===== src/rtl/spk_regs.vh =====
/*
  Constants for the speakerphone duplex, AGC and suppression block: register
  indices, field positions, reset values and sample-rate timing.
  Assumes one codec sample strobe at the nominal rate below.
*/
`ifndef SPK_REGS_VH
`define SPK_REGS_VH

// Register indices; byte address is four times the index.
`define SPK_IDX_W0      3'd0
`define SPK_IDX_W1      3'd1
`define SPK_IDX_W2      3'd2
`define SPK_IDX_W3      3'd3
`define SPK_IDX_STAT    3'd4
`define SPK_IDX_CTRL    3'd5

`define SPK_RST_W0      16'h0a10
`define SPK_RST_W1      16'h0a00
`define SPK_RST_W2      16'h0000
`define SPK_RST_W3      16'h0060
`define SPK_RST_CTRL    5'h00

// Word 0 and word 1 fields.
`define SPK_VOL_HI      11
`define SPK_VOL_LO      8
`define SPK_TSMODE      4
`define SPK_DET_HI      15
`define SPK_DET_LO      14
// Word 2 fields.
`define SPK_RX_SUPP_SPEECH_THRESHOLD_HI    13
`define SPK_RX_SUPP_SPEECH_THRESHOLD_LO    12
`define SPK_RAMP_HI     11
`define SPK_RAMP_LO     10
`define SPK_HOLD_HI     9
`define SPK_HOLD_LO     8
// Word 3 fields.
`define SPK_TSLOSS_HI   15
`define SPK_TSLOSS_LO   14
`define SPK_TX_SUPP_ERLE_THRESHOLD_HI    7
`define SPK_TX_SUPP_ERLE_THRESHOLD_LO    6
`define SPK_TX_SUPP_RELEASE_BIAS_HI   5
`define SPK_TX_SUPP_RELEASE_BIAS_LO   4
// Control register fields.
`define SPK_DTTX_HI     1
`define SPK_DTTX_LO     0
`define SPK_DTRX_HI     3
`define SPK_DTRX_LO     2
`define SPK_IDLERET     4

// Half-duplex states.
`define SPK_ST_IDLE     2'd0
`define SPK_ST_TX       2'd1
`define SPK_ST_RX       2'd2

// Thresholds in 3 dB units: detector 6 dB + 3 dB per code, ERLE/bias 12 dB + 3 dB per code.
`define SPK_DET_BASE    3'd2
`define SPK_ERLE_BASE   3'd4
`define SPK_TXSUP_DET   3'd2
// Losses as right shifts of 6 dB each.
`define SPK_RXSUP_SH    4'd4
`define SPK_LOSS_MAX    5'd15

// Sample-rate timing.
`define SPK_FS_HZ       8000
`define SPK_ATTACK_US   125
`define SPK_DECAY_MS    30
`define SPK_ATTACK_SMP  ((`SPK_ATTACK_US * `SPK_FS_HZ + 999999) / 1000000)
`define SPK_DECAY_SH    8
`define SPK_HOLD_S0     12'd400
`define SPK_HOLD_S1     12'd800
`define SPK_HOLD_S2     12'd1600
`define SPK_HOLD_S3     12'd3200
`define SPK_RAMP_S0     10'd64
`define SPK_RAMP_S1     10'd128
`define SPK_RAMP_S2     10'd256
`define SPK_RAMP_S3     10'd512
`define SPK_ADAPT_SMP   14'd8000
`define SPK_PWR_SH      5
`define SPK_NF_MIN      16'h0010

// Gain arithmetic.
`define SPK_VOL_ZERO    5'sd10
`define SPK_VOL_MUTE    4'hf
`define SPK_MANT_0DB    15'h4000
`define SPK_MANT_3DB    15'h5a82
`define SPK_ATT_ONE     16'h7fff
`define SPK_FS_POS      25'sh0007fff
`define SPK_FS_NEG      -25'sh0008000

`define SPK_RESP_OK     2'b00
`define SPK_RESP_ERR    2'b10

`endif


===== src/rtl/spk_gain_path.v =====
/*
  One direction of the voice path: peak-limiting AGC with post-scaling volume,
  then extra suppression loss and mute. Output is registered per sample.
  Assumes smp_en is a one-cycle sample strobe and the loss/mute inputs are stable.
*/
`timescale 1ns/100ps
`include "spk_regs.vh"
module spk_gain_path (
  input  wire        clk_sys,
  input  wire        rstn,
  input  wire        smp_en,
  input  wire [15:0] smp_in,
  input  wire [3:0]  vol_code,
  input  wire [3:0]  loss_sh,
  input  wire        mute,
  output reg  [15:0] smp_out
);

reg  [15:0]        att_q;
reg  [15:0]        att_d;
wire signed [4:0]  g3 = `SPK_VOL_ZERO - $signed({1'b0, vol_code});
wire [14:0]        mant = g3[0] ? `SPK_MANT_3DB : `SPK_MANT_0DB;
wire signed [4:0]  ex = g3 >>> 1;
wire [2:0]         e_up = ex[4] ? 3'd0 : ex[2:0];
wire [2:0]         e_dn = ex[4] ? 3'd0 - ex[2:0] : 3'd0;
wire signed [32:0] p1 = $signed(smp_in) * $signed({1'b0, att_q});
wire signed [16:0] p1s = p1[31:15];
wire signed [32:0] p2 = p1s * $signed({1'b0, mant});
wire signed [18:0] p2s = p2[32:14];
wire signed [24:0] p3 = ($signed({{6{p2s[18]}}, p2s}) <<< e_up) >>> e_dn;
wire               over_hi = p3 > `SPK_FS_POS;
wire               over_lo = p3 < `SPK_FS_NEG;
wire signed [15:0] sat = over_hi ? 16'sh7fff : (over_lo ? 16'sh8000 : p3[15:0]);

// Attack halves the gain each sample, fast enough to settle within the attack time.
always @*
begin
  if (over_hi || over_lo)
    att_d = att_q - (att_q >> `SPK_ATTACK_SMP);
  else
    att_d = att_q + ((`SPK_ATT_ONE - att_q) >> `SPK_DECAY_SH);
end

always @(posedge clk_sys or negedge rstn)
begin
  if (!rstn)
  begin
    att_q   <= `SPK_ATT_ONE;
    smp_out <= 16'h0000;
  end
  else if (smp_en)
  begin
    att_q <= att_d;
    if (mute || vol_code == `SPK_VOL_MUTE)
      smp_out <= 16'h0000;
    else
      smp_out <= sat >>> loss_sh;
  end
end

endmodule // spk_gain_path


===== src/rtl/spk_duplex_ctrl.v =====
/*
  Speakerphone voice-path control: half-duplex switch, speech detectors,
  AGC/volume per direction, echo suppression, double-talk loss, AXI4-Lite registers.
  Assumes tx_in/rx_in are samples taken between the two echo cancellers and
  that the cancellers report adequate ERLE on aec_ok/nec_ok.
*/
`timescale 1ns/100ps
`include "spk_regs.vh"
// Notes on behaviour
// - Reset clears canceller coefficients and starts in half-duplex mode.
// - Half-duplex ends by itself once cancellers have adapted long enough.
// - Half-duplex has transmit, receive and idle states with path mutes.
// - Transmit and receive only change through idle.
// - Holdover keeps the state after speech stops, chosen by word 2 bits 9:8.
// - With idle-return on, idle goes back to transmit in half-duplex.
// - AGC in each direction uses word 1 or word 0 bits 11:8 as reference.
// - Levels above reference are cut to it with a 125 us attack.
// - AGC attenuation decays with 30 ms time constant unless renewed.
// - Post-scaler lifts the reference level to full scale.
// - Volume codes step 3 dB from +30 dB down to -12 dB.
// - Volume code 1111 mutes the path.
// - Volume scaling sits between the two cancellers.
// - Transmit suppression loss comes from word 3 bits 15:14.
// - Receive suppression attenuates by 24 dB.
// - Word 0 bit 4 picks far-end-only or noise-guard transmit suppression.
// - Word 3 bits 7:6 set the ERLE expectation, default 15 dB.
// - Word 3 bits 5:4 set release bias, default 18 dB.
// - Near-end speech removes transmit suppression loss.
// - Receive suppression attenuates unless far-end speech is detected.
// - Receive suppression detector threshold comes from word 2 bits 13:12.
// - Double-talk can add programmable loss to either path.
// - Speech is power above tracked noise by threshold; noise rises slow, falls fast.
// - Receive and transmit half-duplex thresholds from word 2 and word 1 bits 15:14.
// - Noise estimate steps up 3 dB at intervals set by word 2 bits 11:10.
module spk_duplex_ctrl (
  input  wire        clk_sys,
  input  wire        rstn,
  input  wire [7:0]  s_axi_awaddr,
  input  wire        s_axi_awvalid,
  output wire        s_axi_awready,
  input  wire [31:0] s_axi_wdata,
  input  wire [3:0]  s_axi_wstrb,
  input  wire        s_axi_wvalid,
  output wire        s_axi_wready,
  output reg  [1:0]  s_axi_bresp,
  output reg         s_axi_bvalid,
  input  wire        s_axi_bready,
  input  wire [7:0]  s_axi_araddr,
  input  wire        s_axi_arvalid,
  output wire        s_axi_arready,
  output reg  [31:0] s_axi_rdata,
  output reg  [1:0]  s_axi_rresp,
  output reg         s_axi_rvalid,
  input  wire        s_axi_rready,
  input  wire        smp_en,
  input  wire [15:0] tx_in,
  input  wire [15:0] rx_in,
  input  wire        aec_ok,
  input  wire        nec_ok,
  output wire [15:0] tx_out,
  output wire [15:0] rx_out,
  output reg         out_valid,
  output reg         ec_coef_clear
);

////////////////////////////////////////////////////////////////////////////////
// Register file.

reg  [15:0] w0_q;
reg  [15:0] w1_q;
reg  [15:0] w2_q;
reg  [15:0] w3_q;
reg  [4:0]  ctrl_q;
reg  [8:0]  stat;
wire        wr_go = s_axi_awvalid && s_axi_wvalid && !s_axi_bvalid;
wire        rd_go = s_axi_arvalid && !s_axi_rvalid;
wire [2:0]  wr_idx = s_axi_awaddr[4:2];
wire [2:0]  rd_idx = s_axi_araddr[4:2];
wire        wr_map = s_axi_awaddr[7:5] == 3'd0 && wr_idx <= `SPK_IDX_CTRL;
wire        rd_map = s_axi_araddr[7:5] == 3'd0 && rd_idx <= `SPK_IDX_CTRL;

assign s_axi_awready = wr_go;
assign s_axi_wready  = wr_go;
assign s_axi_arready = !s_axi_rvalid;

function [15:0] merge;
  input [15:0] old;
  input [31:0] dat;
  input [3:0]  stb;
  begin
    merge = {stb[1] ? dat[15:8] : old[15:8], stb[0] ? dat[7:0] : old[7:0]};
  end
endfunction

always @(posedge clk_sys or negedge rstn)
begin
  if (!rstn)
  begin
    w0_q         <= `SPK_RST_W0;
    w1_q         <= `SPK_RST_W1;
    w2_q         <= `SPK_RST_W2;
    w3_q         <= `SPK_RST_W3;
    ctrl_q       <= `SPK_RST_CTRL;
    s_axi_bvalid <= 1'b0;
    s_axi_bresp  <= `SPK_RESP_OK;
  end
  else
  begin
    if (s_axi_bvalid && s_axi_bready)
      s_axi_bvalid <= 1'b0;
    if (wr_go)
    begin
      s_axi_bvalid <= 1'b1;
      s_axi_bresp  <= wr_map ? `SPK_RESP_OK : `SPK_RESP_ERR;
      case (wr_idx)
        `SPK_IDX_W0: w0_q <= merge(w0_q, s_axi_wdata, s_axi_wstrb);
        `SPK_IDX_W1: w1_q <= merge(w1_q, s_axi_wdata, s_axi_wstrb);
        `SPK_IDX_W2: w2_q <= merge(w2_q, s_axi_wdata, s_axi_wstrb);
        `SPK_IDX_W3: w3_q <= merge(w3_q, s_axi_wdata, s_axi_wstrb);
        `SPK_IDX_CTRL:
          if (s_axi_wstrb[0])
            ctrl_q <= s_axi_wdata[4:0];
        default: ;
      endcase
    end
  end
end

always @(posedge clk_sys or negedge rstn)
begin
  if (!rstn)
  begin
    s_axi_rvalid <= 1'b0;
    s_axi_rdata  <= 32'h0000_0000;
    s_axi_rresp  <= `SPK_RESP_OK;
  end
  else if (rd_go)
  begin
    s_axi_rvalid <= 1'b1;
    s_axi_rresp  <= rd_map ? `SPK_RESP_OK : `SPK_RESP_ERR;
    case (rd_idx)
      `SPK_IDX_W0:   s_axi_rdata <= {16'h0000, w0_q};
      `SPK_IDX_W1:   s_axi_rdata <= {16'h0000, w1_q};
      `SPK_IDX_W2:   s_axi_rdata <= {16'h0000, w2_q};
      `SPK_IDX_W3:   s_axi_rdata <= {16'h0000, w3_q};
      `SPK_IDX_STAT: s_axi_rdata <= {23'h000000, stat};
      `SPK_IDX_CTRL: s_axi_rdata <= {27'h0000000, ctrl_q};
      default:       s_axi_rdata <= 32'h0000_0000;
    endcase
  end
  else if (s_axi_rready)
    s_axi_rvalid <= 1'b0;
end

////////////////////////////////////////////////////////////////////////////////
// Power estimators and noise floors.

// Scales an amplitude estimate by a whole number of 3 dB steps.
function [23:0] up3;
  input [15:0] x;
  input [2:0]  u;
  reg   [23:0] b;
  begin
    b   = {8'h00, x} << u[2:1];
    up3 = u[0] ? b + (b >> 2) + (b >> 3) + (b >> 5) : b;
  end
endfunction

reg  [15:0] tx_pw_q;
reg  [15:0] rx_pw_q;
reg  [15:0] tx_nf_q;
reg  [15:0] rx_nf_q;
reg  [9:0]  ramp_q;
reg  [9:0]  ramp_len;
wire [15:0] tx_abs = tx_in[15] ? 16'h0000 - tx_in : tx_in;
wire [15:0] rx_abs = rx_in[15] ? 16'h0000 - rx_in : rx_in;
wire        ramp_hit = ramp_q >= ramp_len;

always @*
begin
  case (w2_q[`SPK_RAMP_HI:`SPK_RAMP_LO])
    2'd0:    ramp_len = `SPK_RAMP_S0;
    2'd1:    ramp_len = `SPK_RAMP_S1;
    2'd2:    ramp_len = `SPK_RAMP_S2;
    default: ramp_len = `SPK_RAMP_S3;
  endcase
end

// Raises a floor one step toward the power, drops it at once to the power when above it.
function [15:0] nf_next;
  input [15:0] nf;
  input [15:0] pw;
  input        hit;
  reg   [23:0] s;
  begin
    s = up3(nf, 3'd1);
    if (pw < nf)
      nf_next = pw < `SPK_NF_MIN ? `SPK_NF_MIN : pw;
    else if (hit)
      nf_next = s > {8'h00, pw} ? pw : s[15:0];
    else
      nf_next = nf;
  end
endfunction

always @(posedge clk_sys or negedge rstn)
begin
  if (!rstn)
  begin
    tx_pw_q <= 16'h0000;
    rx_pw_q <= 16'h0000;
    tx_nf_q <= `SPK_NF_MIN;
    rx_nf_q <= `SPK_NF_MIN;
    ramp_q  <= 10'd0;
  end
  else if (smp_en)
  begin
    tx_pw_q <= tx_pw_q - (tx_pw_q >> `SPK_PWR_SH) + (tx_abs >> `SPK_PWR_SH);
    rx_pw_q <= rx_pw_q - (rx_pw_q >> `SPK_PWR_SH) + (rx_abs >> `SPK_PWR_SH);
    tx_nf_q <= nf_next(tx_nf_q, tx_pw_q, ramp_hit);
    rx_nf_q <= nf_next(rx_nf_q, rx_pw_q, ramp_hit);
    ramp_q  <= ramp_hit ? 10'd0 : ramp_q + 10'd1;
  end
end

////////////////////////////////////////////////////////////////////////////////
// Speech detectors and suppression decisions.

wire [2:0] thd_tx = `SPK_DET_BASE + {1'b0, w1_q[`SPK_DET_HI:`SPK_DET_LO]};
wire [2:0] thd_rx = `SPK_DET_BASE + {1'b0, w2_q[`SPK_DET_HI:`SPK_DET_LO]};
wire [2:0] thd_rs = `SPK_DET_BASE + {1'b0, w2_q[`SPK_RX_SUPP_SPEECH_THRESHOLD_HI:`SPK_RX_SUPP_SPEECH_THRESHOLD_LO]};
wire [2:0] erle_u = `SPK_ERLE_BASE + {1'b0, w3_q[`SPK_TX_SUPP_ERLE_THRESHOLD_HI:`SPK_TX_SUPP_ERLE_THRESHOLD_LO]};
wire [2:0] bias_u = `SPK_ERLE_BASE + {1'b0, w3_q[`SPK_TX_SUPP_RELEASE_BIAS_HI:`SPK_TX_SUPP_RELEASE_BIAS_LO]};
wire       tx_hd_sp = {8'h00, tx_pw_q} > up3(tx_nf_q, thd_tx);
wire       rx_hd_sp = {8'h00, rx_pw_q} > up3(rx_nf_q, thd_rx);
wire       fes = {8'h00, rx_pw_q} > up3(rx_nf_q, thd_rs);
wire       tx_sp = {8'h00, tx_pw_q} > up3(tx_nf_q, `SPK_TXSUP_DET);
// Near-end talk must beat the expected echo; once declared, the bias keeps it.
wire       nes_on = up3(tx_pw_q, erle_u) > {8'h00, rx_pw_q};
wire       nes_keep = up3(tx_pw_q, bias_u) > {8'h00, rx_pw_q};
reg        nes_q;
wire       ts_eng = w0_q[`SPK_TSMODE] ? fes && !nes_q : !nes_q;
wire       rs_eng = !fes;
wire       dbl = nes_q && fes;

always @(posedge clk_sys or negedge rstn)
begin
  if (!rstn)
    nes_q <= 1'b0;
  else if (smp_en)
    nes_q <= tx_sp && (nes_q ? nes_keep : nes_on);
end

////////////////////////////////////////////////////////////////////////////////
// Half-duplex switch and adaptation watch.

reg  [1:0]  st_q;
reg  [1:0]  st_d;
reg  [11:0] hold_q;
reg  [11:0] hold_len;
reg  [13:0] adapt_q;
reg         hd_q;
wire        cur_sp = st_q == `SPK_ST_TX ? tx_hd_sp : rx_hd_sp;

always @*
begin
  case (w2_q[`SPK_HOLD_HI:`SPK_HOLD_LO])
    2'd0:    hold_len = `SPK_HOLD_S0;
    2'd1:    hold_len = `SPK_HOLD_S1;
    2'd2:    hold_len = `SPK_HOLD_S2;
    default: hold_len = `SPK_HOLD_S3;
  endcase
end

// Receive wins a tie from idle, so the far end is never cut off by echo.
always @*
begin
  case (st_q)
    `SPK_ST_IDLE:
      if (rx_hd_sp)
        st_d = `SPK_ST_RX;
      else if (tx_hd_sp || ctrl_q[`SPK_IDLERET])
        st_d = `SPK_ST_TX;
      else
        st_d = `SPK_ST_IDLE;
    `SPK_ST_TX, `SPK_ST_RX:
      if (!cur_sp && hold_q == 12'd0)
        st_d = `SPK_ST_IDLE;
      else
        st_d = st_q;
    default: st_d = `SPK_ST_IDLE;
  endcase
end

always @(posedge clk_sys or negedge rstn)
begin
  if (!rstn)
  begin
    st_q          <= `SPK_ST_IDLE;
    hold_q        <= 12'd0;
    adapt_q       <= 14'd0;
    hd_q          <= 1'b1;
    ec_coef_clear <= 1'b1;
    out_valid     <= 1'b0;
  end
  else
  begin
    ec_coef_clear <= 1'b0;
    out_valid     <= smp_en;
    if (smp_en)
    begin
      st_q <= hd_q ? st_d : `SPK_ST_IDLE;
      if (st_d != st_q || cur_sp)
        hold_q <= hold_len;
      else if (hold_q != 12'd0)
        hold_q <= hold_q - 12'd1;
      // Adaptation must hold without a break before full duplex is trusted.
      if (!(aec_ok && nec_ok))
        adapt_q <= 14'd0;
      else if (adapt_q != `SPK_ADAPT_SMP)
        adapt_q <= adapt_q + 14'd1;
      if (adapt_q == `SPK_ADAPT_SMP)
        hd_q <= 1'b0;
    end
  end
end

always @*
begin
  stat = {rs_eng, ts_eng, fes, nes_q, rx_hd_sp, tx_hd_sp, st_q, hd_q};
end

////////////////////////////////////////////////////////////////////////////////
// Gain paths, placed between the cancellers so volume never alters the echo path.

wire [4:0] tx_loss = (ts_eng ? {3'd0, w3_q[`SPK_TSLOSS_HI:`SPK_TSLOSS_LO]} + 5'd1 : 5'd0)
                     + (dbl ? {3'd0, ctrl_q[`SPK_DTTX_HI:`SPK_DTTX_LO]} : 5'd0);
wire [4:0] rx_loss = (rs_eng ? {1'b0, `SPK_RXSUP_SH} : 5'd0)
                     + (dbl ? {3'd0, ctrl_q[`SPK_DTRX_HI:`SPK_DTRX_LO]} : 5'd0);
wire       tx_mute = hd_q && st_q == `SPK_ST_RX;
wire       rx_mute = hd_q && st_q == `SPK_ST_TX;

spk_gain_path u_tx (
  .clk_sys  (clk_sys),
  .rstn     (rstn),
  .smp_en   (smp_en),
  .smp_in   (tx_in),
  .vol_code (w1_q[`SPK_VOL_HI:`SPK_VOL_LO]),
  .loss_sh  (tx_loss > `SPK_LOSS_MAX ? 4'hf : tx_loss[3:0]),
  .mute     (tx_mute),
  .smp_out  (tx_out)
);

spk_gain_path u_rx (
  .clk_sys  (clk_sys),
  .rstn     (rstn),
  .smp_en   (smp_en),
  .smp_in   (rx_in),
  .vol_code (w0_q[`SPK_VOL_HI:`SPK_VOL_LO]),
  .loss_sh  (rx_loss > `SPK_LOSS_MAX ? 4'hf : rx_loss[3:0]),
  .mute     (rx_mute),
  .smp_out  (rx_out)
);

endmodule // spk_duplex_ctrl


===== config.mk =====
export PLATFORM = sky130hd
export DESIGN_NAME = spk_duplex_ctrl
export DESIGN_NICKNAME = d
export VERILOG_FILES = /design/src/rtl/spk_gain_path.v /design/src/rtl/spk_duplex_ctrl.v
export VERILOG_INCLUDE_DIRS = /design/src /design/src/rtl
export SDC_FILE = /design/constraint.sdc
export NUM_CORES = 2
export LEC_CHECK = 0
export BUFFER_PORTS_ARGS = -buffer_cell sky130_fd_sc_hd__buf_2
export CAP_MARGIN = 20
export CORE_MARGIN = 1.5
export CORE_UTILIZATION = 50
export CTS_CLUSTER_SIZE = 16
export DETAILED_ROUTE_END_ITERATION = 8
export GPL_ROUTABILITY_DRIVEN = 0
export PLACE_DENSITY = 0.69
export SLEW_MARGIN = 5
export SYNTH_ARGS = -nofsm -noshare
export SYNTH_HDL_FRONTEND = slang
export SYNTH_SLANG_ARGS = --single-unit

===== constraint.sdc =====
create_clock -name clk_sys -period 15.8 [get_ports clk_sys]
set_input_delay 0.79 -clock clk_sys [delete_from_list [all_inputs] [get_ports clk_sys]]
set_output_delay 0.79 -clock clk_sys [all_outputs]
set_load 0.01 [all_outputs]

After elaboration in Yosys (flattened, before gate mapping):

Cells that the tools add are included.
W data, S select, Z words.

* word-level logic and storage cells: 245
* input bits: 94
* register bits: 277

* eq/ne operators: 21
* $lt $le $gt $ge: 21
* add/sub/neg operators: 48
* shift operators: 11
* multipliers: 4
* reduce and logical (&&, ||, !) cells: 53
* muxes and demuxes: 57

Operator list (count)
* $mux W16: 18
* $add A24 B19 Y24: 5
* $add A24 B21 Y24: 5
* $add A24 B22 Y24: 5
* $mux W24: 5
* $shl A16 B2 Y24: 5
* $pmux W16 S6: 1
* $gt A16 B24 Y1: 3
* $mul A17 B16 Y33: 2
* $mul A16 B17 Y32: 2
* $gt A25 B16 Y1 const B: 2
* $lt A25 B16 Y1 const B: 2
* $sshl A19 B3 Y25: 2
* $sshr A25 B3 Y25: 2
* $gt A24 B16 Y1: 2
* $add A18 B11 Y19: 2
* $gt A19 B16 Y1: 2
* $add A17 B13 Y18: 2
* $pmux W12 S3: 1
* $add A16 B14 Y17: 2
* $add A16 B11 Y16: 2
* $add A16 B8 Y16: 2
* $lt A16 B16 Y1: 2
* $lt A16 B5 Y1 const B: 2
* 49 further kinds: 137

Logic depth before layout (Yosys ltp):

* word-level depth: 16
* mapped depth: 75

Modules after synthesis:

Synthesis repeated with hierarchy kept, for this count alone.

* cells, all modules: 7304
* area total of the unflattened synthesis: 62846.5 um^2

Modules (own cells, without submodules)
* spk_duplex_ctrl: area an instance 26341.5 um^2, times used 1, cells an instance 2846, sequential area each 4893.4 um^2
* spk_gain_path at u_tx: area an instance 18649.1 um^2, times used 1, cells an instance 2292, sequential area each 819.5 um^2
* spk_gain_path at u_rx: area an instance 17855.9 um^2, times used 1, cells an instance 2166, sequential area each 819.5 um^2

Worst setup path before layout:

OpenSTA, ideal clock, no wires.

* path type: input to register
* start point: input rx_in[7]
* end point: register u_rx.att_q[15]
* buffers on the path: 4
* stages on the path: 71
* data arrival time: 16.669 ns
* setup slack: -0.998 ns
* data required time: 15.671 ns
* library setup time: 0.129 ns
* cell sequence: clkbuf_1 -> clkbuf_1 -> nand2_1 -> fa_1 -> inv_1 -> fa_1 -> fa_1 -> fa_1 -> fa_1 -> inv_1 -> fa_1 -> inv_1 -> ha_1 -> a21o_1 -> a21oi_1 -> nor2b_1 -> a2111oi_0 -> a21oi_1 -> [... 35 more ...] -> mux2i_1 -> ha_1 -> nor2b_1 -> o21ai_0 -> a21boi_0 -> o21ai_0 -> a21boi_0 -> o21ai_0 -> a21boi_0 -> o21ai_0 -> nand2b_1 -> a21oi_1 -> o21bai_1 -> a31oi_1 -> o21ai_0 -> nand3_1 -> mux2i_1 -> a2111o_1

* longest elaborated chain between the ends: 7
* elaborated cells between the ends (all ways): 8
* those cells by class: mul (2); order compare (2); shift (2); mux (1); reduce/logical (1)

RTL lines
* start, declared: line spk_duplex_ctrl.v:57 `input wire [15:0] rx_in,`
* $mul A16 B17 Y32 (*): line spk_gain_path.v:26 `wire signed [32:0] p1 = $signed(smp_in) * $signed({1'b0, att_q});`
* $mul A17 B16 Y33 (*): line spk_gain_path.v:28 `wire signed [32:0] p2 = p1s * $signed({1'b0, mant});`
* $sshl A19 B3 Y25 (*): line spk_gain_path.v:30 `wire signed [24:0] p3 = ($signed({{6{p2s[18]}}, p2s}) <<< e_up) >>> e_dn;`
* $sshr A25 B3 Y25 (*): line spk_gain_path.v:30
* $gt A25 B16 Y1 (no line) / $lt A25 B16 Y1 (equally long branches)
* $logic_or A1 B1 Y1 (*): line spk_gain_path.v:38 `if (over_hi || over_lo)`
* $mux W16 (*): line spk_gain_path.v:38
* end signal, assigned: line spk_gain_path.v:48 `` att_q <= `SPK_ATT_ONE; ``
* end signal, assigned: line spk_gain_path.v:53 `att_q <= att_d;`
* end, declared: line spk_gain_path.v:19 `reg [15:0] att_q;`

Every way passes the cells marked *; elsewhere a longest branch is shown, timed or not.
A chain may end at the register's enable or synchronous reset.

Final worst setup path:

* start point: register u_rx.att_q[10]
* end point: register u_rx.att_q[5]

* longest elaborated chain between the ends: 7
* elaborated cells between the ends (all ways): 10
* those cells by class: add/sub (2); mul (2); order compare (2); shift (2); mux (1); reduce/logical (1)

RTL lines (line)
* $mul A16 B17 Y32: spk_gain_path.v:26
* $mul A17 B16 Y33: spk_gain_path.v:28
* $sshl A19 B3 Y25: spk_gain_path.v:30
* $sshr A25 B3 Y25: spk_gain_path.v:30
* $gt A25 B16 Y1 (no line) / $lt A25 B16 Y1 (equally long branches)
* $logic_or A1 B1 Y1: spk_gain_path.v:38
* $mux W16 (*): spk_gain_path.v:38

Marked as above.

==> results.txt <==
The run finished with clean final reports. The maximum level of the CTS H-tree came out at 2. The max capacitance violation total came out at 0.

The starting DRC count in detailed routing is 4676, and the clock transition at the registers of the reported paths is 0.08 ns. The number of enable flip-flop cells after synthesis is 0, and the global-route wire length before repair is 294000 um. The share of synthesized registers carrying an async set or reset is 100%, and the required time of the critical path is 16.30 ns.

The cell type with the largest total area after synthesis is sky130_fd_sc_hd__fa_1. The routed length per placed instance was 19.4 um. The max-slew violation total from the final report was 0. Start-to-end type of the worst setup path: reg -> reg. The per-cell via count in the routed design is 5.83, and the via count of the first global-routing pass is 55600. The most numerous cell type found on the critical path is sky130_fd_sc_hd__buf_4. Input and output buffers added on the ports amount to 128.

The initialized floorplan defines 128 standard-cell rows. The floorplan step set the die width to 353 um. The logs give 0 for the count of yosys warnings during synthesis and 10.7% for the sequential cell area fraction in the yosys report. The flip-flop cell with the highest count after synthesis was sky130_fd_sc_hd__dfrtp_1. The largest single stage delay on the critical path is 0.70 ns. Count of endpoints failing setup in the final report: 0. STA classifies the critical path startpoint as a register. The number of hold violations in the final report was 0; the number of buffers added by the clock tree synthesis step was 35. The tools report the nature of the critical path endpoint as a register. The post-detailed-routing wire length is 183000 um, and the mean cell area of the mapped netlist is 8.57 um2. Across all layers, the routed design uses 55100 vias.

The run gives 259 as the count of clock tree sinks. The flip-flop and latch count after synthesis works out to 259. The min-delay analysis places its worst path in the category in -> async. Setup repair after global routing could not meet its margin everywhere. The logs give 10600 for the number of filler cells placed in the layout and 0 for the count of nets left with antenna violations after detail routing.

After technology mapping, the gate count stands at 7160. The synthesized netlist occupies a cell area of 61300 um2. Entering global routing, the biggest net connects 154 pins.

In the final layout, flip-flops and latches occupy 6540 um2. The tools report the cell at the root of the clock tree as sky130_fd_sc_hd__clkbuf_16. In the routed design, unresolved DRC markers number 0. The worst path uses 99.5% of the clock period. Hold is met by 0.261 ns.

The logs give 103 for the count of different cell masters after synthesis and 146000 um for the sum of net half-perimeters after detailed placement. Among all stages on the critical path, the largest delay is contributed by sky130_fd_sc_hd__dfstp_2. The initial antenna violation count is 17, and the number of cells in the design after placement is 9266. At the later pin of the worst-skew pair, clock insertion delay measures 0.60 ns. For the worst setup path, the data arrival time is 16.22 ns.

The number of standard cells in the layout, taps in and fillers out was 9443. The number of I/O pins came out at 169. Clock skew on the completed layout was measured at 0.0468 ns. The run gives 122000 um2 as the area of the core. Relative slew slack: 31.8%.

The slew of the pin with the lowest slew margin is 1.01 ns, and the post-layout net count is 9459. Largest buffer count on any clock path: 3. By area the synthesized netlist is led by sky130_fd_sc_hd__fa_1 (24%), sky130_fd_sc_hd__ha_1 (17%), sky130_fd_sc_hd__dfrtp_1 (8.9%). Before antenna repair, the detailed router went through 9 iterations.

The multi-input combinational cells in the finished layout cover a total of 51600 um2. The share of the synthesized area in the top cell type came out at 23.9%. Of all nets on the critical path, the largest fanout is 10.

TritonCTS built the clock tree. For this run the aggregate overflow at the end of global routing stands at 0. The initial standard-cell utilization of the core came out at 50.4%. The final critical-path required period is 15.72 ns, and the number of hold buffers added after cts is 0. The share of post-route cells with drive strength above 1 is 18.6%, and the relative area change from synthesis to final layout is 17.1%. Measured along the y axis, the die boundary spans 353 um. The total track usage is 28.9%, and the maximum frequency from static timing analysis is 0.0636 GHz. For the total die area, the log shows 125000 um2.
per-layer routing:
layer / track usage [%] / vias up / wire, um
met4: 10.7 / 16 / 8160
met5: 0 / - / 92
met1: 37.4 / 27200 / 74800
met2: 48.7 / 1943 / 87300
met3: 4.39 / 447 / 13200
li1: - / 25500 / -
repair_timing:
| item | in CTS | in global routing |
|---|---|---|
| resized for setup | 83 | 303 |
| endpoints found under the hold margin | 0 | 0 |
| buffers inserted | 49 | 56 |
| gates cloned | 0 | 1 |
| pin swaps | 52 | 255 |
| setup endpoints to repair | 11 | 17 |
metrics by stage:
stage                     util, %  instance area [um2]  worst slack [ns]  TNS, ns
after CTS                    57.4                69900          0.000522        0
after global placement       55.8                67900            -0.528    -3.93
after floorplan                 -                61600           -0.0103  -0.0103
after global routing         59.0                71800            -0.480    -3.10
final                        59.0                71800            0.0789        0
after detailed placement     55.8                67900            -0.821    -7.08
cell usage in the layout (no fill, tap or decap), types with 115 or more instances in the layout:
master,n
sky130_fd_sc_hd__a21o_1,115
sky130_fd_sc_hd__a21oi_1,362
sky130_fd_sc_hd__and2_1,279
sky130_fd_sc_hd__buf_2,129
sky130_fd_sc_hd__buf_4,707
sky130_fd_sc_hd__dfrtp_1,218
sky130_fd_sc_hd__fa_1,713
sky130_fd_sc_hd__ha_1,806
sky130_fd_sc_hd__inv_1,973
sky130_fd_sc_hd__nand2_1,682
sky130_fd_sc_hd__nand3_1,144
sky130_fd_sc_hd__nor2_1,367
sky130_fd_sc_hd__o21ai_0,280
sky130_fd_sc_hd__xnor2_1,171
critical path, delay by kind of cell (launching register included):
kind	cells	cell delay (ns)
xor gates and xnor gates	1	0.20
buffers and inverters	23	2.58
AOI/OAI and AO/OA	24	4.76
muxes	1	0.23
and+or+nand+nor	7	1.00
adders and majority gates	15	6.15
DFF	1	0.70
state kept, by name (all words and copies together) (netlist names), 2 cells and up:
register	cells
u_tx.att_q	16
tx_pw_q	16
u_tx.smp_out	16
w2_q	16
hold_q	12
u_rx.smp_out	16
w1_q	16
ramp_q	10
rx_pw_q	16
st_q	2
w3_q	16
tx_nf_q	16
s_axi_rdata	16
w0_q	16
rx_nf_q	16
ctrl_q	5
u_rx.att_q	16
adapt_q	14
worst paths after layout:
| check | start | end | slack (ns) | depth (start not counted) |
|---|---|---|---|---|
| worst max-delay path | u_rx.att_q[10]$_DFFE_PN1P_ | u_rx.att_q[5]$_DFFE_PN1P_ | 0.08 | 71 |
| min in group clk_sys | s_axi_bready | s_axi_bvalid$_DFFE_PN0P_ | 0.37 | 2 |
| worst min-delay path | rstn | out_valid$_DFF_PN0_ | 0.26 | 1 |
| worst min register to register | s_axi_bresp[1]$_DFFE_PN0P_ | s_axi_bresp[1]$_DFFE_PN0P_ | 0.48 | 2 |
| max in group asynchronous | rstn | w1_q[6]$_DFFE_PN0P_ | 14.08 | 2 |
| worst max register to register | u_rx.att_q[10]$_DFFE_PN1P_ | u_rx.att_q[5]$_DFFE_PN1P_ | 0.08 | 71 |
cells in the mapped netlist, types with 42 or more instances:
master                        n
sky130_fd_sc_hd__a22oi_1     46
sky130_fd_sc_hd__nand3_1    147
sky130_fd_sc_hd__a21oi_1    402
sky130_fd_sc_hd__or3_1       42
sky130_fd_sc_hd__nand4_1     81
sky130_fd_sc_hd__nor3_1     113
sky130_fd_sc_hd__xor2_1      82
sky130_fd_sc_hd__ha_1       849
sky130_fd_sc_hd__a211oi_1    51
sky130_fd_sc_hd__o21bai_1    75
sky130_fd_sc_hd__a31oi_1     46
sky130_fd_sc_hd__clkbuf_1   265
sky130_fd_sc_hd__nor2b_1     51
sky130_fd_sc_hd__a21o_1     115
sky130_fd_sc_hd__and3_1      55
sky130_fd_sc_hd__mux2i_1    110
sky130_fd_sc_hd__o21ai_0    307
sky130_fd_sc_hd__fa_1       731
sky130_fd_sc_hd__nor2_1     379
sky130_fd_sc_hd__inv_1     1006
sky130_fd_sc_hd__nand2_1    693
sky130_fd_sc_hd__xnor2_1    178
sky130_fd_sc_hd__nand2b_1    60
sky130_fd_sc_hd__mux2_2     101
sky130_fd_sc_hd__o21a_1      54
sky130_fd_sc_hd__o31ai_1     46
sky130_fd_sc_hd__and2_1     295
sky130_fd_sc_hd__dfrtp_1    218
final cells by class:
class	count	share of cell area (%)
Antenna cell	6	0.0209
Clock buffer	40	1.25
Clock inverter	24	0.448
Inverter	1011	5.29
Multi-Input combinational cell	5598	71.9
Sequential cell	259	9.11
Tap cell	1625	2.83
Timing Repair Buffer	880	9.20
cell families after synthesis:
group | Yosys count | share of synthesized area (%)
AOI/OAI and AO/OA | 1466 | 15.6
xor gates and xnor gates | 261 | 3.74
adders and majority gates | 1580 | 41.2
buffers and inverters | 1332 | 8.32
DFF | 259 | 10.7
muxes | 235 | 4.51
other | 2 | 0.0122
and+or+nand+nor | 2025 | 15.9
Power is not shown: default switching activity piles up to over one toggle a cycle in this logic, so the estimate is an artifact.
